<file path="src/rtl/src_pkg.sv">
// Shared constants for the reference-capture control block.
// Assumes a 32-bit APB register bus; register indices are word numbers.
package src_pkg;
    localparam int unsigned SRC_ADDR_W = 12;
    // Register indices; the byte address is four times the index.
    localparam logic [9:0] SRC_IDX_STAB = 10'h11c;
    localparam logic [9:0] SRC_IDX_CTRL1 = 10'h120;
    localparam logic [9:0] SRC_IDX_CTRL2 = 10'h121;
    localparam logic [9:0] SRC_IDX_COUNT = 10'h12a;
    localparam logic [9:0] SRC_IDX_FLAGS = 10'h12b;
    localparam logic [9:0] SRC_IDX_IRQ_STAT = 10'h130;
    localparam logic [9:0] SRC_IDX_IRQ_MASK = 10'h131;
    // Field positions.
    localparam int unsigned SRC_STAB_PWR_BIT = 0;
    localparam int unsigned SRC_STAB_EN_BIT = 1;
    localparam int unsigned SRC_FLAG_RST_BIT = 6;
    localparam int unsigned SRC_POL_BIT = 4;
    localparam int unsigned SRC_EDGE_BIT = 3;
    localparam int unsigned SRC_MODE_LSB = 1;
    localparam int unsigned SRC_IRQ_CAP_BIT = 0;
    localparam int unsigned SRC_IRQ_SETUP_BIT = 1;
    localparam int unsigned SRC_IRQ_HOLD_BIT = 2;
    // Values after reset.
    localparam logic [7:0] SRC_CTRL1_RST = 8'h00;
    localparam logic [7:0] SRC_CTRL2_RST = 8'h00;
    localparam logic [1:0] SRC_STAB_RST = 2'h0;
    localparam logic [2:0] SRC_IRQ_RST = 3'h0;
    // Writable bits of each control register.
    localparam logic [7:0] SRC_CTRL1_WMASK = 8'h5e;
    localparam logic [7:0] SRC_CTRL2_WMASK = 8'h0f;
    localparam int unsigned SRC_IGN_W = 4;
    localparam int unsigned SRC_CNT_W = 8;
    typedef enum logic [1:0] {
        SRC_MODE_OFF = 2'h0,
        SRC_MODE_CONT = 2'h1,
        SRC_MODE_NSHOT = 2'h2,
        SRC_MODE_RSVD = 2'h3
    } src_mode_t;
endpackage

</file>
<file path="src/rtl/src_cap_if.sv">
// Carrier between the register front end and the capture engine.
// Assumes both ends run on the same clock.
`timescale 1ns/10ps
interface src_cap_if #(parameter int unsigned IGN_W = 4, parameter int unsigned CNT_W = 8);
    import src_pkg::*;
    src_mode_t mode;
    logic [IGN_W-1:0] ignore_cnt;
    logic flag_reset;
    logic valid_edge;
    logic capture;
    logic [CNT_W-1:0] count;
    modport front (output mode, ignore_cnt, flag_reset, valid_edge, input capture, count);
    modport engine (input mode, ignore_cnt, flag_reset, valid_edge, output capture, count);
endinterface

</file>
<file path="src/rtl/src_capture_engine.sv">
// Capture engine: decides which valid reference transitions are acted on.
// Assumes valid_edge is a one-cycle pulse per accepted transition.
`timescale 1ns/10ps
module src_capture_engine
    import src_pkg::*;
#(
    parameter int unsigned IGN_W = SRC_IGN_W,
    parameter int unsigned CNT_W = SRC_CNT_W
) (
    input wire logic pclk,
    input wire logic presetn,
    src_cap_if.engine cap
);
    typedef enum logic [1:0] {SRC_ST_IDLE, SRC_ST_SKIP, SRC_ST_DONE} src_state_t;

    src_state_t state_q;
    logic [IGN_W-1:0] skip_q;
    logic capture_q;
    logic [CNT_W-1:0] count_q;
    logic fire;

    // Disabled mode re-arms the one-shot, so a fresh skip count applies next time.
    always_comb begin
        fire = 1'b0;
        if (cap.valid_edge) begin
            if (cap.mode == SRC_MODE_CONT) begin
                fire = 1'b1;
            end else if (cap.mode == SRC_MODE_NSHOT && state_q == SRC_ST_SKIP &&
                         skip_q == '0) begin
                fire = 1'b1;
            end
        end
    end

    always_ff @(posedge pclk or negedge presetn) begin
        if (!presetn) begin
            state_q <= SRC_ST_IDLE;
            skip_q <= '0;
        end else if (cap.mode != SRC_MODE_NSHOT) begin
            state_q <= SRC_ST_IDLE;
            skip_q <= '0;
        end else begin
            unique case (state_q)
                SRC_ST_IDLE: begin
                    state_q <= SRC_ST_SKIP;
                    skip_q <= cap.ignore_cnt;
                end
                SRC_ST_SKIP: begin
                    if (fire) begin
                        state_q <= SRC_ST_DONE;
                    end else if (cap.valid_edge) begin
                        skip_q <= skip_q - 1'b1;
                    end
                end
                SRC_ST_DONE: begin
                    state_q <= SRC_ST_DONE;
                end
                default: begin
                    state_q <= SRC_ST_IDLE;
                end
            endcase
        end
    end

    always_ff @(posedge pclk or negedge presetn) begin
        if (!presetn) begin
            capture_q <= 1'b0;
        end else begin
            capture_q <= fire;
        end
    end

    // Clearing wins over a capture here, so a held flag reset really reads zero.
    always_ff @(posedge pclk or negedge presetn) begin
        if (!presetn) begin
            count_q <= '0;
        end else if (cap.flag_reset) begin
            count_q <= '0;
        end else if (fire) begin
            count_q <= count_q + 1'b1;
        end
    end

    assign cap.capture = capture_q;
    assign cap.count = count_q;
endmodule

</file>
<file path="src/rtl/src_capture_top.sv">
// Reference-capture control: APB registers, edge sampling, error flags, interrupt.
// Assumes sysref_in, setup_err_in and hold_err_in are synchronous to pclk.
//
// Behaviour
// - Flag-reset bit holds setup/hold flags cleared.
// - Polarity bit picks rising or falling transitions.
// - Mode field: off, continuous, N-shot.
// - Edge bit picks rising or falling clock sample.
// - N-shot skips ignore-count valid transitions first.
// - Ignore count is linear up to fifteen.
// - Eight-bit capture count, cleared by flag reset, wraps.
//
// Register access over APB was left to the implementer.
`timescale 1ns/10ps
module src_capture_top
    import src_pkg::*;
(
    input wire logic pclk,
    input wire logic presetn,
    input wire logic psel,
    input wire logic penable,
    input wire logic pwrite,
    input wire logic [SRC_ADDR_W-1:0] paddr,
    input wire logic [31:0] pwdata,
    output logic [31:0] prdata,
    output logic pready,
    output logic pslverr,
    input wire logic sysref_in,
    input wire logic setup_err_in,
    input wire logic hold_err_in,
    output logic sysref_capture,
    output logic duty_cycle_stabilizer_power_up,
    output logic duty_cycle_stabilizer_enable,
    output logic irq
);
    src_cap_if #(.IGN_W(SRC_IGN_W), .CNT_W(SRC_CNT_W)) cap ();

    logic [7:0] ctrl1_q;
    logic [7:0] ctrl2_q;
    logic [1:0] stab_q;
    logic [2:0] irq_stat_q;
    logic [2:0] irq_mask_q;
    logic [1:0] err_flags_q;
    logic [31:0] prdata_q;
    logic pready_q;
    logic pslverr_q;
    logic irq_q;
    logic samp_rise_q;
    logic samp_fall_q;
    logic samp_prev_q;
    logic valid_edge_q;
    logic cap_d1_q;

    logic [9:0] idx;
    logic mapped;
    logic wr_en;
    logic rd_en;
    logic [31:0] rd_val;
    logic [7:0] ctrl1_d;
    logic [7:0] ctrl2_d;
    logic [1:0] stab_d;
    logic samp_now;
    logic edge_hit;
    logic [2:0] irq_events;
    logic [2:0] irq_clear;

    assign idx = paddr[SRC_ADDR_W-1:2];

    always_comb begin
        unique case (idx)
            SRC_IDX_STAB, SRC_IDX_CTRL1, SRC_IDX_CTRL2, SRC_IDX_COUNT,
            SRC_IDX_FLAGS, SRC_IDX_IRQ_STAT, SRC_IDX_IRQ_MASK: mapped = 1'b1;
            default: mapped = 1'b0;
        endcase
    end

    // The answer comes one cycle into the access phase; read data is latched at that edge, and a write commits one edge later.
    assign wr_en = psel && penable && pready_q && pwrite && mapped;
    assign rd_en = psel && penable && !pready_q && !pwrite;

    always_comb begin
        rd_val = 32'h0000_0000;
        unique case (idx)
            SRC_IDX_STAB: rd_val[1:0] = stab_q;
            SRC_IDX_CTRL1: rd_val[7:0] = ctrl1_q;
            SRC_IDX_CTRL2: rd_val[7:0] = ctrl2_q;
            SRC_IDX_COUNT: rd_val[SRC_CNT_W-1:0] = cap.count;
            SRC_IDX_FLAGS: rd_val[1:0] = err_flags_q;
            SRC_IDX_IRQ_STAT: rd_val[2:0] = irq_stat_q;
            SRC_IDX_IRQ_MASK: rd_val[2:0] = irq_mask_q;
            default: rd_val = 32'h0000_0000;
        endcase
    end

    always_ff @(posedge pclk or negedge presetn) begin
        if (!presetn) begin
            pready_q <= 1'b0;
            pslverr_q <= 1'b0;
            prdata_q <= 32'h0000_0000;
        end else begin
            pready_q <= psel && penable && !pready_q;
            pslverr_q <= psel && penable && !pready_q && !mapped;
            if (rd_en) begin
                prdata_q <= rd_val;
            end
        end
    end

    // Reserved bits are kept at zero by the write masks.
    always_comb begin
        ctrl1_d = ctrl1_q;
        ctrl2_d = ctrl2_q;
        stab_d = stab_q;
        if (wr_en && idx == SRC_IDX_CTRL1) begin
            ctrl1_d = pwdata[7:0] & SRC_CTRL1_WMASK;
            // Polarity may only change while the mode field is off; else the old value stays.
            if (ctrl1_q[SRC_MODE_LSB +: 2] != SRC_MODE_OFF) begin
                ctrl1_d[SRC_POL_BIT] = ctrl1_q[SRC_POL_BIT];
            end
        end
        if (wr_en && idx == SRC_IDX_CTRL2) begin
            ctrl2_d = pwdata[7:0] & SRC_CTRL2_WMASK;
        end
        if (wr_en && idx == SRC_IDX_STAB) begin
            stab_d[SRC_STAB_PWR_BIT] = pwdata[SRC_STAB_PWR_BIT];
            // An enable request without power is dropped rather than passed on.
            stab_d[SRC_STAB_EN_BIT] = pwdata[SRC_STAB_EN_BIT] &&
                                      pwdata[SRC_STAB_PWR_BIT];
        end
    end

    always_ff @(posedge pclk or negedge presetn) begin
        if (!presetn) begin
            ctrl1_q <= SRC_CTRL1_RST;
            ctrl2_q <= SRC_CTRL2_RST;
            stab_q <= SRC_STAB_RST;
        end else begin
            ctrl1_q <= ctrl1_d;
            ctrl2_q <= ctrl2_d;
            stab_q <= stab_d;
        end
    end

    // Falling-edge sample is retimed to the rising edge; it costs half a cycle of margin.
    always_ff @(negedge pclk or negedge presetn) begin
        if (!presetn) begin
            samp_fall_q <= 1'b0;
        end else begin
            samp_fall_q <= sysref_in;
        end
    end

    always_ff @(posedge pclk or negedge presetn) begin
        if (!presetn) begin
            samp_rise_q <= 1'b0;
        end else begin
            samp_rise_q <= sysref_in;
        end
    end

    assign samp_now = ctrl1_q[SRC_EDGE_BIT] ? samp_fall_q : samp_rise_q;
    assign edge_hit = ctrl1_q[SRC_POL_BIT] ? (samp_prev_q && !samp_now)
                                           : (!samp_prev_q && samp_now);

    always_ff @(posedge pclk or negedge presetn) begin
        if (!presetn) begin
            samp_prev_q <= 1'b0;
            valid_edge_q <= 1'b0;
        end else begin
            samp_prev_q <= samp_now;
            valid_edge_q <= edge_hit;
        end
    end

    assign cap.mode = src_mode_t'(ctrl1_q[SRC_MODE_LSB +: 2]);
    assign cap.ignore_cnt = ctrl2_q[SRC_IGN_W-1:0];
    assign cap.flag_reset = ctrl1_q[SRC_FLAG_RST_BIT];
    assign cap.valid_edge = valid_edge_q;

    src_capture_engine #(.IGN_W(SRC_IGN_W), .CNT_W(SRC_CNT_W)) u_engine (
        .pclk(pclk),
        .presetn(presetn),
        .cap(cap)
    );

    // Setup and hold flags are sticky; the flag-reset bit holds them at zero.
    always_ff @(posedge pclk or negedge presetn) begin
        if (!presetn) begin
            err_flags_q <= 2'h0;
        end else if (ctrl1_q[SRC_FLAG_RST_BIT]) begin
            err_flags_q <= 2'h0;
        end else begin
            err_flags_q <= err_flags_q | {hold_err_in, setup_err_in};
        end
    end

    assign irq_events = {hold_err_in && !ctrl1_q[SRC_FLAG_RST_BIT],
                         setup_err_in && !ctrl1_q[SRC_FLAG_RST_BIT],
                         cap.capture};
    assign irq_clear = (wr_en && idx == SRC_IDX_IRQ_STAT) ? pwdata[2:0] : 3'h0;

    // A new event in the cycle of its clear keeps the bit set.
    always_ff @(posedge pclk or negedge presetn) begin
        if (!presetn) begin
            irq_stat_q <= SRC_IRQ_RST;
            irq_mask_q <= SRC_IRQ_RST;
            irq_q <= 1'b0;
        end else begin
            irq_stat_q <= (irq_stat_q & ~irq_clear) | irq_events;
            if (wr_en && idx == SRC_IDX_IRQ_MASK) begin
                irq_mask_q <= pwdata[2:0];
            end
            irq_q <= |(irq_stat_q & irq_mask_q);
        end
    end

    always_ff @(posedge pclk or negedge presetn) begin
        if (!presetn) begin
            cap_d1_q <= 1'b0;
        end else begin
            cap_d1_q <= cap.capture;
        end
    end

    assign prdata = prdata_q;
    assign pready = pready_q;
    assign pslverr = pslverr_q;
    assign irq = irq_q;
    assign sysref_capture = cap_d1_q;
    assign duty_cycle_stabilizer_power_up = stab_q[SRC_STAB_PWR_BIT];
    assign duty_cycle_stabilizer_enable = stab_q[SRC_STAB_EN_BIT];
endmodule

</file>
<file path="config.mk">
export PLATFORM = sky130hd
export DESIGN_NAME = src_capture_top
export DESIGN_NICKNAME = d
export VERILOG_FILES = /design/src/rtl/src_pkg.sv /design/src/rtl/src_cap_if.sv /design/src/rtl/src_capture_engine.sv /design/src/rtl/src_capture_top.sv
export SDC_FILE = /design/constraint.sdc
export NUM_CORES = 1
export LEC_CHECK = 0
export BUFFER_PORTS_ARGS = -buffer_cell sky130_fd_sc_hd__buf_2
export CAP_MARGIN = 5
export CORE_UTILIZATION = 45
export CTS_CLUSTER_SIZE = 10
export DETAILED_ROUTE_END_ITERATION = 12
export PLACE_DENSITY = 0.79
export SYNTH_ARGS = -nofsm -noshare
export SYNTH_HDL_FRONTEND = slang
export SYNTH_HIERARCHICAL = 1
export SYNTH_SLANG_ARGS = --single-unit
</file>
<file path="constraint.sdc">
create_clock -name pclk -period 1.8 [get_ports pclk]
set_clock_uncertainty 0.05 [all_clocks]
set_input_delay 0.27 -clock pclk [delete_from_list [all_inputs] [get_ports pclk]]
set_output_delay 0.27 -clock pclk [all_outputs]
set_load 0.01 [all_outputs]
</file>
==> metrics.md <==
| Metric | Value |
|---|---|
| Nets | 386 |
| WHS Endpoint | samp_rise_q |
| Die Span Y | 80.11 um |
| Initial DRC Count | between 150 and 200 |
| Area leader, netlist | dfrtp_1 |
| Final antenna-violating net count | 0 |
| Routed len/inst | about 15 um |
| Switch Pwr | a little under 0.5 mW |
| Cell count after synthesis | 258 |
| Netlist cell types | 60 |
| Largest net degree at the start of global routing | 50 |
| Number of clock sinks | 50 |
| Comb pwr share | 0.082 |
| Hpwl dp | 4458 um |
| Placed inst area | 3082 um^2 |
| TNS Setup | 0 ns |
| Reg2reg setup slack | 0.003 ns |
| CP Max Fanout | 6 |
| Initial Util | 0.4664 |
| Status | completed |
| Worst-case clock buffer depth | 2 |
| CP Capture Type | register |
| Synth top area cells | dfrtp_1, buf_4, mux2_2, mux2i_1, ha_1 |
| Vias per cell | 5.531 |
| Core area | between 5000 and 6000 um^2 |
| Top cells by count, synth | dfrtp_1, buf_4, nand2_1 |
| CTS root buf | clkbuf_8 |
| DR pass1 iterations | 4 |
| Post-synthesis average cell area | 10.64 um^2 |
| Core Rows | 28 |
| Worst min-delay path category | in -> reg |
| Fillers | between 500 and 600 |
| Slew headroom | 0.5834 |
| Routed via count | about 2200 |
| Yosys top cell area share | 0.4467 |
| Worst IR Drop VDD | 0.4502 mV |
| Placed Cells | around 390 |
| Worst-path clk slew | ~0.09 ns |
| Design Area, Final | 3347 um^2 |
| Total grt overflow | 0 |
| Worst Path Arrival | 1.98 ns |
| Crit Path Category | reg -> reg |
| HP Start | sysref_in |
| RSZ-0062 raised after global routing | yes |
| H-tree depth | 2 |
| Hold Path Stages | 1 |
| Worst skew pair latency | about 0.3 ns |
| Final Hold Vio Count | 0 |
| CP Data Required Time | about 2.0 ns |
| Gr usage total | 0.2079 |
| Final antenna diode count | 0 |
| Reg2Reg Launch Point | u_engine/skip_q[0] |
| I/O pin total | 90 |
| Pwr dens | 589.8 nW/um^2 |
| Clock share of power | 0.343 |
| PnR Total Power | 1.974 mW |
| Sequential Power Share | 0.575 |
| Max_cap viols | 0 |
| Switching Share | 0.2432 |
| First-pass GRT wire length | 9984 um |
| Top_reg_cell synth | dfrtp_1 |
| Async SR Flop Fraction | 1.000 |
| CTS tree | built |
| Gpl congestion | 0.8230 |
| Drt drc | 0 |
| Max Fclk | 556.4 MHz |
| Slew @ Worst Pin | between 0.6 and 0.7 ns |
| Buffers on Ports | 37 |
| Finished Layout Cells | 405 |
| Capture point of the worst reg-to-reg path | u_engine/cap.count[4] |
| Tmin final | 1.797 ns |
| Vias in the first global route | 2151 |
| Startpoint types | register |
| R2R cell count | 7 |
| Area growth syn-to-layout | 21.92% |
| Post-synthesis cell area | 2745 um^2 |
| Proportion of layout cells with a drive suffix above 1 | 0.3697 |
| Count leader, synth | dfrtp_1 |
| Final period util | 0.9984 |
| Die W | 80.11 um |
| Leak pwr | 1.615 nW |
| Post-synthesis register bit count | 50 |
| Antenna violations before repair | 0 |
| Final wirelength | 6092 um |
| Post-synth EDFFs | 0 |
| Cell-internal power | 1.494 mW |
| Yosys warnings | 6 |
| CTS buffer count | 5 |
| Seq/Total Area, Yosys | 0.4558 |
| Die area | 6417 um^2 |
| Final setup vio count | 0 |
| Slew Viols, Final | 0 |
cell type report:
class	count	area, um^2	area share
inverter	12	45.04	0.01346
sequential	50	1251	0.3738
multi-input combinational	186	1401	0.4187
clock inverter	1	5.005	0.001495
clock buffer	7	86.33	0.02579
timing repair buffer	74	464.2	0.1387
tap	75	93.84	0.02804
cells by family after synthesis:
logic type	Yosys count	synth area share
multiplexers	21	0.08843
XOR/XNOR	1	0.003191
AND/OR/NAND/NOR	81	0.1905
AO/OA/AOI/OAI	54	0.1390
buffers and inverters	45	0.09890
flip-flops	50	0.4558
other	1	0.001366
adder cells (fa/ha/maj)	5	0.02279
worst max-delay path by stage:
| stage | from | end | slack [ns] | depth (start not counted) |
|---|---|---|---|---|
| after floorplan | u_engine/state_q[1] | u_engine/cap.count[6] | 0.007 | 6 |
| after global placement | u_engine/skip_q[0] | u_engine/cap.count[4] | -0.02 | 7 |
| after detailed placement | u_engine/skip_q[0] | u_engine/cap.count[4] | -0.08 | 7 |
| after CTS | u_engine/skip_q[0] | u_engine/cap.count[4] | -0.008 | 7 |
| after global routing | u_engine/skip_q[0] | u_engine/cap.count[4] | -0.04 | 7 |
| final | u_engine/skip_q[0] | u_engine/cap.count[4] | 0.003 | 7 |
registers in the layout (all words and copies together) (netlist names):
signal	count
cap.valid_edge	1
ctrl1_q	5
ctrl2_q	4
err_flags_q	2
irq	1
irq_mask_q	3
irq_stat_q	3
prdata	8
pready	1
pslverr	1
samp_fall_q	1
samp_prev_q	1
samp_rise_q	1
stab_q	2
sysref_capture	1
u_engine/cap.capture	1
u_engine/cap.count	8
u_engine/skip_q	4
u_engine/state_q	2
layout by cell type, fill, tap and decap left out, types with 3 or more instances in the layout:
cell type | netlist | final
and4_1 | 3 | 3
dfrtp_1 | 49 | 49
buf_2 | 4 | 38
nand2_1 | 16 | 16
inv_1 | 12 | 9
or3_4 | 1 | 4
a31oi_1 | 3 | 3
buf_4 | 24 | 35
inv_2 | 0 | 3
mux2i_1 | 7 | 6
or3_1 | 7 | 4
nand3_1 | 8 | 8
nor2b_1 | 3 | 3
mux2_2 | 10 | 9
a21oi_2 | 0 | 4
conb_1 | 1 | 24
ha_1 | 5 | 3
nor2_1 | 13 | 12
o31ai_1 | 5 | 5
mux2_4 | 4 | 5
a21oi_1 | 12 | 8
nor3_1 | 4 | 3
clkbuf_8 | 0 | 6
o21ai_0 | 12 | 12
a22o_1 | 6 | 6
layer usage:
metal | GRT usage | wire length (um)
met1 | 0.2589 | 2678
met2 | 0.3419 | 2979
met3 | 0.05455 | 295
met4 | 0.08393 | 138
met5 | 0 | 0
power groups by stage:
stage          registers, mW  logic, mW  clock network [mW]
3_5_place_dp            1.16      0.160                   0
4_1_cts                 1.13      0.161               0.688
3_3_place_gp            1.16      0.158                   0
6_report                1.14      0.162               0.677
5_1_grt                 1.14      0.181               0.726
2_1_floorplan           1.16      0.111                   0
stage by stage:
step / utilization / setup slack [ns] / hold slack (ns)
finish: 0.5687 / 0.002888 / 0.04169
detailed placement: 0.5236 / -0.08204 / 0.3563
floorplan: - / 0.007090 / -0.07559
global placement: 0.5236 / -0.02029 / 0.3422
CTS: 0.5542 / -0.008317 / 0.03677
global route: 0.5687 / -0.04261 / 0.03978
critical path: stages, from the launching register on:
cell,delay (ns)
dfrtp_1,0.40
inv_2,0.09
ha_4,0.13
and4bb_2,0.28
a32oi_4,0.15
buf_6,0.16
or3_4,0.32
a21oi_2,0.13
timing repair:
item / in CTS / in global routing
buffers inserted: 8 / 3
hold buffers: 0 / 0
resized for setup: 7 / 15
gates cloned: 1 / 0
hold endpoints to repair: 0 / 0
pin swaps: 13 / 4
endpoints found under the setup margin: 8 / 13
(Power assumes the default switching activity.)
